### src/core/irq_ctrl_defines.vh
`ifndef IRQ_CTRL_DEFINES_VH
`define IRQ_CTRL_DEFINES_VH
// APB register byte offsets
`define OFF_MASK 12'h000
`define OFF_CTRL 12'h004
`define OFF_FORCE 12'h008
`define OFF_PEND 12'h00C
`define OFF_STAT 12'h010
`define OFF_ISTAT 12'h014
`define OFF_ICLR 12'h018
`define OFF_IEN 12'h01C
`define OFF_STACK 12'h020
// Source indices, 0 is lowest priority
`define SRC_TIMER 0
`define SRC_SP1RX 1
`define SRC_SP1TX 2
`define SRC_BYTE_DMA_PORT 3
`define SRC_EDGE 4
`define SRC_SP0RX 5
`define SRC_SP0TX 6
`define SRC_LVLA 7
`define SRC_LVLB 8
`define SRC_CFG 9
`define SRC_PWD 10
`define NSRC 11
// Vector addresses
`define VEC_RESET 14'h0000
`define VEC_PWD 14'h002C
`define VEC_CFG 14'h0004
`define VEC_STEP 14'h0004
`define VEC_TIMER 14'h0028
// Control register fields
`define CTL_CFG_EDGE 0
`define CTL_ALTB_EDGE 1
`define CTL_ALTA_EDGE 2
`define CTL_NEST 4
`define CTL_ALT_EN 5
`define CTL_GIE 6
// Reset values
`define MASK_RST 11'h000
`define CTRL_RST 7'h40
// Force register: low 11 bits force, bits 26:16 clear
`define FRC_CLR_LSB 16
// Interrupt status bits
`define EV_TAKEN 0
`define EV_OVF 1
`define EV_UNF 2
`define STACK_DEPTH 12
`endif

### src/core/dsp_interrupt_controller.v
// Summary of operation
// - Eleven prioritized sources plus reset, each dispatched to a fixed vector.
// - Vectors: reset 0, power-down 2C, then 04..24 by four, timer 28 lowest.
// - Four dedicated external requests plus two from reconfigured serial port one.
// - Internal requests from timer, byte DMA, both serial ports, software, power-down.
// - Configurable input and both alternate-port inputs selectable edge or level.
// - Level inputs always level; edge input always edge.
// - Requests ANDed with mask; highest surviving request selected.
// - Reset and power-down unmaskable; all others individually maskable.
// - Control bit picks nested preemption or sequential servicing.
// - Control register holds nesting enable and three edge/level selects.
// - Mask write blocks all interrupts for one following cycle.
// - Edge input pending state settable and clearable by software.
// - Write-only force/clear register sets or clears pending requests.
// - Status pushed on entry, popped on return, twelve-deep shared stack.
// - Global enable/disable gates all servicing, power-down included.
// - Global servicing enable is on after reset.
// - Reset empties stack, masks every source except power-down, clears mode status.
//
// Added by the designer: the APB register port and the placing of the registers.
`timescale 1ns/1ps
`default_nettype none
`include "irq_ctrl_defines.vh"
module dsp_interrupt_controller #(
  parameter STAT_W = 16
) (
  input wire clk,
  input wire rst,
  input wire psel,
  input wire penable,
  input wire pwrite,
  input wire [11:0] paddr,
  input wire [31:0] pwdata,
  output wire [31:0] prdata,
  output wire pready,
  output wire pslverr,
  input wire cfgExtRequestN,
  input wire levelRequestAN,
  input wire levelRequestBN,
  input wire edgeRequestN,
  input wire altPortRequestAN,
  input wire altPortRequestBN,
  input wire timerEvent,
  input wire byteDmaEvent,
  input wire sport0TxEvent,
  input wire sport0RxEvent,
  input wire sport1TxEvent,
  input wire sport1RxEvent,
  input wire powerDownEvent,
  input wire globalIrqEnableInstr,
  input wire globalIrqDisableInstr,
  input wire [STAT_W-1:0] statusIn,
  input wire serviceReturn,
  output reg irqTake,
  output reg [13:0] irqVector,
  output reg [STAT_W-1:0] statusOut,
  output wire [3:0] stackLevel,
  output wire irq
);
  // Two-flop synchronisers for the six pins, active low
  reg [5:0] pinS1_q;
  reg [5:0] pinS2_q;
  reg [5:0] pinPrev_q;
  wire [5:0] pinRaw = ~{altPortRequestBN, altPortRequestAN, edgeRequestN,
    levelRequestBN, levelRequestAN, cfgExtRequestN};
  always @(posedge clk) begin
    if (rst) begin
      pinS1_q <= 6'h00;
      pinS2_q <= 6'h00;
      pinPrev_q <= 6'h00;
    end else begin
      pinS1_q <= pinRaw;
      pinS2_q <= pinS1_q;
      pinPrev_q <= pinS2_q;
    end
  end
  wire [5:0] pinRise = pinS2_q & ~pinPrev_q;

  reg [10:0] mask_q;
  reg [6:0] ctrl_q;
  reg [10:0] pend_q;
  reg [10:0] inSvc_q;
  reg maskBlock_q;
  reg [2:0] istat_q;
  reg [2:0] ien_q;
  reg [STAT_W-1:0] stack_q [0:`STACK_DEPTH-1];
  reg [3:0] sp_q;

  wire apbWr = psel & penable & pwrite;
  wire apbRd = psel & penable & ~pwrite;
  wire hit = (paddr[11:2] <= `OFF_STACK >> 2) && (paddr[1:0] == 2'b00);
  assign pready = 1'b1;
  assign pslverr = psel & penable & ~hit;
  wire wrMask = apbWr && paddr == `OFF_MASK;
  wire wrCtrl = apbWr && paddr == `OFF_CTRL;
  wire wrForce = apbWr && paddr == `OFF_FORCE;
  wire wrIclr = apbWr && paddr == `OFF_ICLR;
  wire wrIen = apbWr && paddr == `OFF_IEN;

  wire altEn = ctrl_q[`CTL_ALT_EN];
  // Per-source raw request, level sources follow the pin directly
  wire cfgReq = ctrl_q[`CTL_CFG_EDGE] ? 1'b0 : pinS2_q[0];
  wire altAReq = ctrl_q[`CTL_ALTA_EDGE] ? 1'b0 : pinS2_q[4];
  wire altBReq = ctrl_q[`CTL_ALTB_EDGE] ? 1'b0 : pinS2_q[5];
  reg [10:0] levelReq;
  reg [10:0] edgeSet;
  always @* begin
    levelReq = 11'h000;
    edgeSet = 11'h000;
    levelReq[`SRC_CFG] = cfgReq;
    levelReq[`SRC_LVLA] = pinS2_q[1];
    levelReq[`SRC_LVLB] = pinS2_q[2];
    levelReq[`SRC_SP1RX] = altEn & altAReq;
    levelReq[`SRC_SP1TX] = altEn & altBReq;
    edgeSet[`SRC_CFG] = ctrl_q[`CTL_CFG_EDGE] & pinRise[0];
    edgeSet[`SRC_EDGE] = pinRise[3];
    edgeSet[`SRC_SP1RX] = altEn ? ctrl_q[`CTL_ALTA_EDGE] & pinRise[4]
      : sport1RxEvent;
    edgeSet[`SRC_SP1TX] = altEn ? ctrl_q[`CTL_ALTB_EDGE] & pinRise[5]
      : sport1TxEvent;
    edgeSet[`SRC_TIMER] = timerEvent;
    edgeSet[`SRC_BYTE_DMA_PORT] = byteDmaEvent;
    edgeSet[`SRC_SP0RX] = sport0RxEvent;
    edgeSet[`SRC_SP0TX] = sport0TxEvent;
    edgeSet[`SRC_PWD] = powerDownEvent;
  end

  wire [10:0] req = pend_q | levelReq;
  // Power-down bypasses the mask
  wire [10:0] effMask = mask_q | (11'h001 << `SRC_PWD);
  wire [10:0] live = req & effMask;

  // Highest set index wins; nesting allows only a higher level than active
  reg [3:0] winIdx;
  reg winValid;
  reg [3:0] actIdx;
  reg actValid;
  integer i;
  always @* begin
    winIdx = 4'd0;
    winValid = 1'b0;
    actIdx = 4'd0;
    actValid = 1'b0;
    for (i = 0; i < `NSRC; i = i + 1) begin
      if (live[i]) begin
        winIdx = i[3:0];
        winValid = 1'b1;
      end
      if (inSvc_q[i]) begin
        actIdx = i[3:0];
        actValid = 1'b1;
      end
    end
  end
  wire nestOk = ctrl_q[`CTL_NEST] ? (!actValid || winIdx > actIdx)
    : !actValid;
  wire stackFull = sp_q == `STACK_DEPTH;
  // A return in the same cycle wins; push and pop never share an edge
  wire take = winValid && nestOk && ctrl_q[`CTL_GIE] && !maskBlock_q
    && !stackFull && !serviceReturn;

  function [13:0] vecOf;
    input [3:0] idx;
    begin
      if (idx == `SRC_PWD)
        vecOf = `VEC_PWD;
      else if (idx == `SRC_TIMER)
        vecOf = `VEC_TIMER;
      else
        vecOf = `VEC_CFG + (4'd9 - idx) * `VEC_STEP;
    end
  endfunction

  wire [10:0] takeBit = take ? (11'h001 << winIdx) : 11'h000;
  wire [10:0] forceSet = wrForce ? pwdata[10:0] : 11'h000;
  wire [10:0] forceClr = wrForce ? pwdata[`FRC_CLR_LSB+10:`FRC_CLR_LSB]
    : 11'h000;
  // Set by hardware wins over software clear; vectoring clears it
  wire [10:0] pend_d = ((pend_q & ~forceClr & ~takeBit) | edgeSet
    | forceSet);
  wire doPop = serviceReturn && sp_q != 4'd0;
  reg [10:0] retBit;
  always @* begin
    retBit = 11'h000;
    if (doPop && actValid)
      retBit = 11'h001 << actIdx;
  end
  wire underflow = serviceReturn && sp_q == 4'd0;
  wire overflow = winValid && nestOk && ctrl_q[`CTL_GIE] && !maskBlock_q
    && stackFull;

  always @(posedge clk) begin
    if (rst) begin
      mask_q <= `MASK_RST;
      ctrl_q <= `CTRL_RST;
      pend_q <= 11'h000;
      inSvc_q <= 11'h000;
      maskBlock_q <= 1'b0;
      sp_q <= 4'd0;
      irqTake <= 1'b0;
      irqVector <= `VEC_RESET;
      statusOut <= {STAT_W{1'b0}};
      istat_q <= 3'h0;
      ien_q <= 3'h0;
    end else begin
      pend_q <= pend_d;
      inSvc_q <= (inSvc_q & ~retBit) | takeBit;
      maskBlock_q <= wrMask;
      if (wrMask)
        mask_q <= pwdata[10:0];
      if (wrCtrl)
        ctrl_q <= pwdata[6:0];
      if (globalIrqEnableInstr)
        ctrl_q[`CTL_GIE] <= 1'b1;
      else if (globalIrqDisableInstr)
        ctrl_q[`CTL_GIE] <= 1'b0;
      irqTake <= take;
      if (take)
        irqVector <= vecOf(winIdx);
      if (take) begin
        stack_q[sp_q] <= statusIn;
        sp_q <= sp_q + 4'd1;
      end else if (doPop) begin
        statusOut <= stack_q[sp_q-4'd1];
        sp_q <= sp_q - 4'd1;
      end
      if (wrIen)
        ien_q <= pwdata[2:0];
      istat_q <= (istat_q & ~(wrIclr ? pwdata[2:0] : 3'h0))
        | {underflow, overflow, take};
    end
  end
  assign stackLevel = sp_q;
  assign irq = |(istat_q & ien_q);

  reg [31:0] rd;
  always @* begin
    rd = 32'h0000_0000;
    if (apbRd) begin
      case (paddr)
        `OFF_MASK: rd = {21'h0, mask_q};
        `OFF_CTRL: rd = {25'h0, ctrl_q};
        `OFF_PEND: rd = {21'h0, req};
        `OFF_STAT: rd = {21'h0, inSvc_q};
        `OFF_ISTAT: rd = {29'h0, istat_q};
        `OFF_IEN: rd = {29'h0, ien_q};
        `OFF_STACK: rd = {28'h0, sp_q};
        default: rd = 32'h0000_0000; // Force and clear read as zero
      endcase
    end
  end
  assign prdata = rd;
endmodule // dsp_interrupt_controller
`default_nettype wire

### config.mk
export PLATFORM = sky130hd
export DESIGN_NAME = dsp_interrupt_controller
export DESIGN_NICKNAME = d
export VERILOG_FILES = /design/src/core/dsp_interrupt_controller.v
export VERILOG_INCLUDE_DIRS = /design/src /design/src/core
export SDC_FILE = /design/constraint.sdc
export NUM_CORES = 1
export LEC_CHECK = 0
export ABC_AREA = 1
export BUFFER_PORTS_ARGS = -buffer_cell sky130_fd_sc_hd__buf_2
export CAP_MARGIN = 25
export CORE_MARGIN = 2
export CORE_UTILIZATION = 50
export DETAILED_ROUTE_END_ITERATION = 10
export HOLD_SLACK_MARGIN = 0.02
export PLACE_DENSITY_LB_ADDON = 0.08
export SLEW_MARGIN = 20
export SYNTH_ARGS = -nofsm -noshare
export SYNTH_HDL_FRONTEND = slang
export SYNTH_SLANG_ARGS = --single-unit
### constraint.sdc
create_clock -name clk -period 4.8 [get_ports clk]
set_clock_uncertainty 0.1 [all_clocks]
set_input_delay 0.48 -clock clk [delete_from_list [all_inputs] [get_ports clk]]
set_output_delay 0.48 -clock clk [all_outputs]
set_load 0.02 [all_outputs]
==> results.ini, run 1 <==
[outcome]
status = finished clean

[timing]
fmax_mhz = 258.5
min_period_ps = 3868
drv_slew = 0
finalCritPeriodShare = 0.8058
setup_violations = 0
rsz0062_at_grt = false
worst_pin_slew_ps = 1002
maxSlewHeadroom = 0.3321
hold_viol = 0
finalWorstSetupSlack_ps = 932.1
finalSetupTns_ps = 0

[yosys]
syn_area_mm2 = 0.01217
synth_top_cell_by_area = edfxtp_1
synth_adder_area_share = 0.01439
synth_mux_area_frac = 0
synthCells = 1199
ys_seq_area_frac = 0.6216
ys_seq_elements = 282
yosys_warnings = 0
async_flop_share = 0
synth_area_leaders = edfxtp_1 (47%), dfxtp_1 (15%), o21ai_0 (6.2%), nor2_1 (5.0%), nand2_1 (3.5%)
post_synth_xor_area_fraction = 0.003597
synth_edf_count = 192
syn_avg_cell_area_um2 = 10.15
synth_top_family_by_area = compound AO/OA/AOI/OAI gates
synth_compound_area_frac = 0.1544
ys.flop_type = edfxtp_1
post-synth-top-area-fraction = 0.4736
synth-simple-area-share = 0.1331
synth_cell_types = 46

[flow_run]
cap_viol_max_count = 0

[placement]
gp_congestion = 0.9266
placedInstanceArea_mm2 = 0.01306
dp_slack_ps = 969.6
port_buffers = 116
hpwl_um = 19690

[global_routing]
grt_pass1_vias = 8603
antenna_found_initial = 0
track_usage = 0.2369
grt-ovfl-total = 0
grt_max_degree = 104
grt_pass1_wl_um = 47710

[routing]
via_per_inst = 5.464
wl_per_cell_um = 18.43
first_iter_violations = 817
ant_nets = 0
wl_um = 30820
first_pass_iters = 5
vias = 9135
drc_errors = 0

[setup_path]
r2r_slack_ps = 930
worstReg2RegStart = ctrl_q[1]
r2r_end = stack_q[6][6]
cp-startpoint = ctrl_q[1]
endpoint = stack_q[6][6]
worstPathMaxFanout = 14
worstSetupPathType = flop to flop
worstPathRequired_ps = 4920
arrival_ps = 3990
reg2reg_depth = 19
end_kind = flop
worstSetupStartpointType = flop

[final_layout]
syn2layout_area_growth_pct = 16.51
num_antenna_cells = 0
fin_nets = 1418
layout_common_cells = edfxtp_1 (192), nor2_1 (161), o21ai_0 (151)
final_common_cell = edfxtp_1
final_area_mm2 = 0.01418
drive_gt1_frac = 0.1706

[floorplan]
initial_core_util = 0.5050
die_h_um = 160.0
die_area_mm2 = 0.02561
core_area_mm2 = 0.02411
die_w_um = 160.0
ios = 151
rows = 57

[power_and_ir_drop]
pwr-share-comb = 0.318
p_sw_frac = 0.3584
switchingPower_mw = 2.718
vdd_drop_max_uv = 425.8
p_leak_nw = 5.357
p_seq_frac = 0.371
powerDensity_mw_per_mm2 = 534.7
p_clk_frac = 0.311
power.internal_mw = 4.866

[cts]
tritoncts = built
cts-resized-gates = 0
clk_latency_ps = 560
cts.clk_slew.worst_paths_ps = 60
htreeDepth = 1
clockBufferDepth = 3
cts-buffers-inserted = 31
postCtsHoldBufs = 7
cts.sinks = 282
cts-root-buf = clkbuf_16
post-cts-setup-buffers = 0

[min_path]
hold_path_class = input port to flop

synthesized netlist by cell type, types with 6 or more instances:
master	n
nor2_1	162
a21oi_1	75
a311oi_1	7
nor3_1	19
buf_4	30
dfxtp_1	90
ha_1	14
inv_1	106
clkbuf_1	46
inv_2	8
nand4_1	6
o22ai_1	45
o21ai_0	151
nand3_1	48
o211ai_1	6
edfxtp_1	192
nand2_1	112
a221oi_1	10
a31oi_1	6
stage by stage:
step	instances	hold WS, ps	total power, mW	util
2_1_floorplan	1221	288.3	4.435	-
3_3_place_gp	1605	289.6	5.227	0.5419
3_5_place_dp	1605	296.4	5.250	0.5419
4_1_cts	1670	65.40	7.614	0.5869
5_1_grt	1672	77.36	7.975	0.5884
6_report	1672	88.51	7.584	0.5884
power by group through the flow:
stage	sequential [mW]	clock [mW]	combinational, mW
global route	2.83	2.50	2.65
CTS	2.81	2.39	2.41
floorplan	2.93	0	1.50
global placement	2.86	0	2.36
finish	2.81	2.36	2.41
detailed placement	2.86	0	2.39
worst min path at each step:
| stage | startpoint | end | cells after the start |
|---|---|---|---|
| finish | rst | irqVector[2] | 2 |
| global route | rst | irqVector[2] | 2 |
| CTS | rst | irqVector[2] | 2 |
| detailed placement | pinS1_q[0] | pinS2_q[0] | 2 |
| global placement | pinS1_q[3] | pinS2_q[3] | 2 |
| floorplan | pinS1_q[0] | pinS2_q[0] | 2 |
sequential cells by signal (all words and copies together), names as in the netlist:
signal	flops
ctrl_q	7
pinS2_q	6
mask_q	11
irqVector	6
irqTake	1
stackLevel	4
maskBlock_q	1
statusOut	16
pinS1_q	6
inSvc_q	11
pend_q	11
pinPrev_q	4
stack_q	192
ien_q	3
istat_q	3
metal layers:
| layer | part of all wire | GRT usage | up-vias |
|---|---|---|---|
| li1 | - | - | 4402 |
| met1 | 0.43 | 0.3138 | 4393 |
| met2 | 0.49 | 0.4091 | 286 |
| met3 | 0.050 | 0.03221 | 54 |
| met4 | 0.026 | 0.06962 | 0 |
| met5 | 0 | 0 | - |
layout make-up:
class / instances / area [um^2]
Multi-Input combinational cell: 740 / 3861
Timing Repair Buffer: 154 / 903.4
Tap cell: 324 / 405.4
Clock inverter: 16 / 177.7
Clock buffer: 42 / 837.1
Inverter: 114 / 427.9
Sequential cell: 282 / 7571
Fill cell: 2139 / 9922
critical path: stages (launching register included):
cell	delay, ps
dfxtp_1	320
inv_1	80
nand3_1	70
nand2_1	90
nand2_1	100
nand2_1	100
nand3_1	90
nand3_1	90
a21oi_1	280
inv_1	160
ha_1	320
a21oi_1	60
o21ai_0	150
nand3_1	110
a21oi_2	260
nand3b_4	190
nor2_4	170
inv_2	160
nor3_2	250
buf_4	340
logic make-up (layout without fill, tap and decap cells):
kind of cell               after synthesis  count (layout)
and+or+nand+nor                        368             368
AOI/OAI and AO/OA                      329             329
DFF                                    282             282
buffers and inverters                  199             326
adders and majority gates               14              14
other                                    2              24
xor gates and xnor gates                 5               5
Note: power is estimated with default switching activity, not from simulation.
==> run 2: changes to the inputs <==
- ABC_AREA: 1 -> 0
- clock period: 4.8 -> 3.9 ns (I/O delays scaled with it)
==> run 2 against run 1 <==
  * Power grew 12%
  * Cell count shrank 16%
  * Via count shrank 14%
  * Synthesized area shrank 0.66%
  * Utilization grew 2.8 points
  * Highest routed layer is now met5
==> results.ini, run 2 <==
[cts]
cts.clk_slew.worst_paths_ps = 60
clockBufferDepth = 3
cts-buffers-inserted = 30
htreeDepth = 1
tritoncts = built
post-cts-setup-buffers = 0
cts-root-buf = clkbuf_16
clk_latency_ps = 570
cts.sinks = 282

[timing]
hold_viol = 0
worst_pin_slew_ps = 859.8
setup_violations = 0
maxSlewHeadroom = 0.4268
drv_slew = 0
rsz0062_at_grt = false
finalHoldWorstSlack_ps = 40.84
finalCritPeriodShare = 0.9285
min_period_ps = 3621
fmax_mhz = 276.1

[final_layout]
top_register = stack_q
drive_gt1_frac = 0.2731
layout_common_cells = edfxtp_1 (192), buf_2 (115), dfxtp_1 (89)
syn2layout_area_growth_pct = 20.38
largest_register_ffs = 192
final_area_mm2 = 0.01456
num_antenna_cells = 0
fin_util = 0.6166
fin_nets = 1151
final_common_cell = edfxtp_1
largest_registers = stack_q (192), statusOut (16)

[power_and_ir_drop]
total_power_mw = 8.475
p_clk_frac = 0.357
power.internal_mw = 6.044
powerDensity_mw_per_mm2 = 582.1
vdd_drop_max_uv = 413.6
p_leak_nw = 5.261
switchingPower_mw = 2.432
p_seq_frac = 0.405
pwr-share-comb = 0.238
p_sw_frac = 0.2869

[flow_run]
cap_viol_max_count = 0

[global_routing]
antenna_found_initial = 1
grt_pass1_wl_um = 44670
grt_max_degree = 69
track_usage = 0.2247
grt_pass1_vias = 7826
grt-ovfl-total = 0

[yosys]
ys_seq_area_frac = 0.6257
async_flop_share = 0
synth_cell_types = 70
synth_edf_count = 192
ys.flop_type = edfxtp_1
syn_area_mm2 = 0.01209
yosys_warnings = 0
synth_top_cell_by_area = edfxtp_1
synth_area_leaders = edfxtp_1 (48%), dfxtp_1 (15%), mux4_2 (8.9%), mux2i_1 (3.5%), a21oi_1 (2.6%)
ys_seq_elements = 282
ys_top_cells_by_count = edfxtp_1 (192), dfxtp_1 (90), nor2_1 (79)
syn_avg_cell_area_um2 = 13.59
post-synth-top-area-fraction = 0.4767
synthCells = 890
synth.most_common_cell = edfxtp_1

[routing]
first_iter_violations = 708
ant_nets = 0
wl_met1_um = 12440
dr_wl_met2_um = 14080
first_pass_iters = 5
via_per_inst = 5.599
drc_errors = 0
vias = 7833
routed-wl-met3_um = 1402
top_layer_used = met5
wl_um = 28660
wl_per_cell_um = 20.49

[setup_path]
worstPathMaxFanout = 11
arrival_ps = 3760
critPathMaxStageDelay_ps = 400
r2r_end = stack_q[5][9]
worstReg2RegStart = pend_q[7]
crit_chain = o21ai_0 -> nand3_1 -> a31o_2 -> ha_1 -> and4b_1 -> a211oi_1 -> o22a_1 -> a211o_1 -> nor4b_1 -> buf_4 -> and2_1 -> buf_4
end_kind = flop
worstPathRequired_ps = 4040
worstSetupPathType = flop to flop
crit_top_cell = buf_4
r2r_slack_ps = 280
worstSetupStartpointType = flop
slowest_stage = o21ai_0
reg2reg_depth = 12

[placement]
gp_congestion = 0.8856
placedInstanceArea_mm2 = 0.01326
hpwl_um = 18530
port_buffers = 116

[min_path]
holdPathEnd = stack_q[3][14]
hold_path_depth = 1
hold_path_class = input port to flop
hold_path_startpoint = statusIn[14]

[floorplan]
core_area_mm2 = 0.02361
die_h_um = 159.5
die_w_um = 159.5
rows = 56
ios = 151
initial_core_util = 0.5122
die_area_mm2 = 0.02545

[outcome]
status = finished clean

==> run 2: area by class of cell <==
type	count	area (um^2)
fillers	1895	9054
clock inverters	16	259.0
flip-flops and latches	282	7571
repair buffers	190	1234
clock buffers	40	808.3
well taps	319	399.1
inverters	27	101.3
multi-input cells	525	4187
==> run 2: cell families after synthesis <==
kind of cell               share of synthesized area
DFF                                           0.6257
and+or+nand+nor                              0.09797
AOI/OAI and AO/OA                            0.08721
buffers and inverters                        0.04511
muxes                                         0.1260
adders and majority gates                    0.01448
xor gates and xnor gates                    0.002897
other                                      0.0006210
==> run 2: per-layer routing <==
metal,global-route usage,vias up
li1,-,3677
met1,0.2988,3861
met2,0.3861,247
met3,0.03230,46
met4,0.06570,2
met5,0,-
==> run 2: stage by stage <==
step | cells | setup WS, ps | TNS, ps
after floorplan | 912 | -325.9 | -27060
after global placement | 1320 | 250.5 | 0
after detailed placement | 1320 | 258.0 | 0
after CTS | 1399 | 198.6 | 0
after global routing | 1399 | 4.516 | 0
final | 1399 | 278.7 | 0
==> run 2: how the worst max path moves through the flow <==
stage / from / to / slack [ps] / cells after the start
floorplan: ctrl_q[5] / stack_q[1][0] / -330 / 15
global placement: ctrl_q[5] / stack_q[5][13] / 250 / 14
detailed placement: ctrl_q[5] / stack_q[5][11] / 260 / 14
CTS: ctrl_q[5] / stack_q[5][9] / 200 / 14
global route: pinS2_q[0] / stack_q[5][9] / 5 / 13
finish: pend_q[7] / stack_q[5][9] / 280 / 12
==> run 2: power groups by stage <==
| stage | Sequential [mW] | Combinational (mW) | Clock [mW] |
|---|---|---|---|
| 4_1_cts | 3.43 | 2.06 | 3.08 |
| 6_report | 3.43 | 2.02 | 3.03 |
| 2_1_floorplan | 3.54 | 1.37 | 0 |
| 3_5_place_dp | 3.49 | 2.03 | 0 |
| 5_1_grt | 3.45 | 2.20 | 3.19 |
| 3_3_place_gp | 3.49 | 2.02 | 0 |
==> run 2: critical path: cells and delay by family (launching register included) <==
kind,cells,cell delay [ps]
AOI/OAI and AO/OA,5,1310
adders and majority gates,1,300
buffers and inverters,2,430
DFF,1,320
and+or+nand+nor,4,870
==> run 2: timing repair <==
action	in CTS	in global routing
resized for setup	0	1
endpoints found under the setup margin	0	1
hold buffers	23	0
hold endpoints to repair	45	0
==> run 3: changes to the inputs <==
- PLACE_DENSITY: default -> 0.68
- PLACE_DENSITY_LB_ADDON: 0.08 -> default
==> run 3 against run 2 <==
  * Hold slack gained 2.6 ps
  * Critical endpoint is now pend_q[6]
  * First-iteration DRC count up 0.71%
  * Sequential power hardly changed
  * Critical path type unchanged
  * Highest routed layer unchanged
  * Critical path depth up 4
==> results.ini, run 3 (same netlist as run 2, synthesis figures left out) <==
[flow_run]
cap_viol_max_count = 0

[routing]
via_per_inst = 5.684
wl_per_cell_um = 20.41
ant_nets = 0
vias = 7957
drc_errors = 0
first_iter_violations = 713
first_pass_iters = 6
wl_um = 28580

[power_and_ir_drop]
power.internal_mw = 5.980
total_power_mw = 8.451
pwr-share-comb = 0.251
p_seq_frac = 0.404
powerDensity_mw_per_mm2 = 576.7
vdd_drop_max_uv = 461.0
p_leak_nw = 5.290
p_sw_frac = 0.2924
p_clk_frac = 0.345
switchingPower_mw = 2.471

[cts]
htreeDepth = 1
tritoncts = built
cts.sinks = 282
cts.clk_slew.worst_paths_ps = 70
clk_latency_ps = 570
clockBufferDepth = 3
cts-root-buf = clkbuf_16
post-cts-setup-buffers = 0
cts-buffers-inserted = 30

[final_layout]
drive_gt1_frac = 0.2775
final_area_mm2 = 0.01465
num_antenna_cells = 0
final_common_cell = edfxtp_1
fin_nets = 1152
largest_register_ffs = 192
largest_registers = stack_q (192), statusOut (16)
multi_input_area_mm2 = 0.004212
seqCellArea_mm2 = 0.007571
syn2layout_area_growth_pct = 21.17
fill_cells = 1812
top_register = stack_q
layout_common_cells = edfxtp_1 (192), buf_2 (115), dfxtp_1 (89)

[timing]
min_period_ps = 3735
drv_slew = 0
setup_violations = 0
finalCritPeriodShare = 0.9578
finalHoldWorstSlack_ps = 43.48
worst_pin_slew_ps = 781.4
fmax_mhz = 267.7
hold_viol = 0
maxSlewHeadroom = 0.4791
rsz0062_at_grt = false

[floorplan]
core_area_mm2 = 0.02361
die_w_um = 159.5
rows = 56
ios = 151
initial_core_util = 0.5122
die_area_mm2 = 0.02545
die_h_um = 159.5

[min_path]
holdPathEnd = pend_q[5]
hold_path_class = input port to flop
hold_path_depth = 3
hold_path_startpoint = pwdata[21]

[setup_path]
reg2reg_depth = 16
r2r_slack_ps = 160
worstReg2RegStart = ctrl_q[5]
crit_top_cell = buf_4
worstSetupStartpointType = flop
end_kind = flop
arrival_ps = 4070
worstPathRequired_ps = 4240
slowest_stage = dlygate4sd3_1
critPathMaxStageDelay_ps = 570
crit_chain = buf_4 -> nand4b_1 -> o211ai_1 -> a22oi_2 -> a22o_1 -> inv_1 -> ha_1 -> nand4_1 -> nand3_1 -> o22a_1 -> buf_4 -> nor3_1 -> buf_4 -> nand2_1 -> o2bb2ai_1 -> dlygate4sd3_1
r2r_end = pend_q[6]
worstPathMaxFanout = 7
cp-startpoint = ctrl_q[5]
worstSetupPathType = flop to flop

[global_routing]
grt_max_degree = 57
grt-ovfl-total = 0
grt_pass1_vias = 7748
track_usage = 0.2212
antenna_found_initial = 1
grt_pass1_wl_um = 44030

[placement]
port_buffers = 116
gp_congestion = 0.8936
placedInstanceArea_mm2 = 0.01331
hpwl_um = 18390

[outcome]
status = finished clean

[run 3: worst max path at each step]
stage | end | slack (ps) | cells after the start
floorplan | stack_q[1][0] | -330 | 15
global placement | stack_q[4][13] | 50 | 13
detailed placement | stack_q[5][11] | -10 | 14
CTS | pend_q[3] | 90 | 16
global route | pend_q[3] | 5 | 16
finish | pend_q[6] | 160 | 16
[run 3: per-layer routing]
| layer | vias to the layer above | GRT usage | routed length, um |
|---|---|---|---|
| met2 | 302 | 0.3542 | 13580 |
| met1 | 3924 | 0.3105 | 12280 |
| met4 | 2 | 0.06033 | 697 |
| met5 | - | 0 | 11 |
| li1 | 3677 | - | - |
| met3 | 52 | 0.04480 | 2007 |
[run 3: area by class of cell]
cell class                      count  share of cell area
Tap cell                          319             0.02724
Inverter                           27            0.006916
Multi-Input combinational cell    525              0.2874
Clock inverter                     14             0.01358
Sequential cell                   282              0.5166
Timing Repair Buffer              191             0.09051
Clock buffer                       42             0.05772
[run 3: power by group through the flow]
stage / Combinational, mW / Sequential [mW] / Clock [mW]
2_1_floorplan: 1.37 / 3.54 / 0
3_3_place_gp: 2.07 / 3.47 / 0
3_5_place_dp: 2.10 / 3.48 / 0
4_1_cts: 2.13 / 3.42 / 2.96
5_1_grt: 2.30 / 3.43 / 3.08
6_report: 2.12 / 3.42 / 2.91
[run 3: metrics by stage]
step                  util  setup WS (ps)  TNS (ps)  std cells
floorplan                -         -325.9    -27060        912
global placement    0.5637          52.83         0       1319
detailed placement  0.5637         -14.78    -130.3       1319
CTS                 0.6184          94.51         0       1399
global route        0.6206          4.817         0       1400
finish              0.6206          164.6         0       1400
[run 3: repair_timing]
item                       CTS  global route
hold buffers                24             0
gates cloned                 0             0
pin swaps                    0             3
hold endpoints to repair    24             0
resized for setup            1             5
setup endpoints to repair   18             2
[run 3: worst max-delay path: cells and delay by family, from the launching register on]
| family | cells | cell delay [ps] |
|---|---|---|
| AOI/OAI and AO/OA | 5 | 1060 |
| adders and majority gates | 1 | 280 |
| buffers and inverters | 5 | 1210 |
| DFF | 1 | 340 |
| and+or+nand+nor | 5 | 610 |
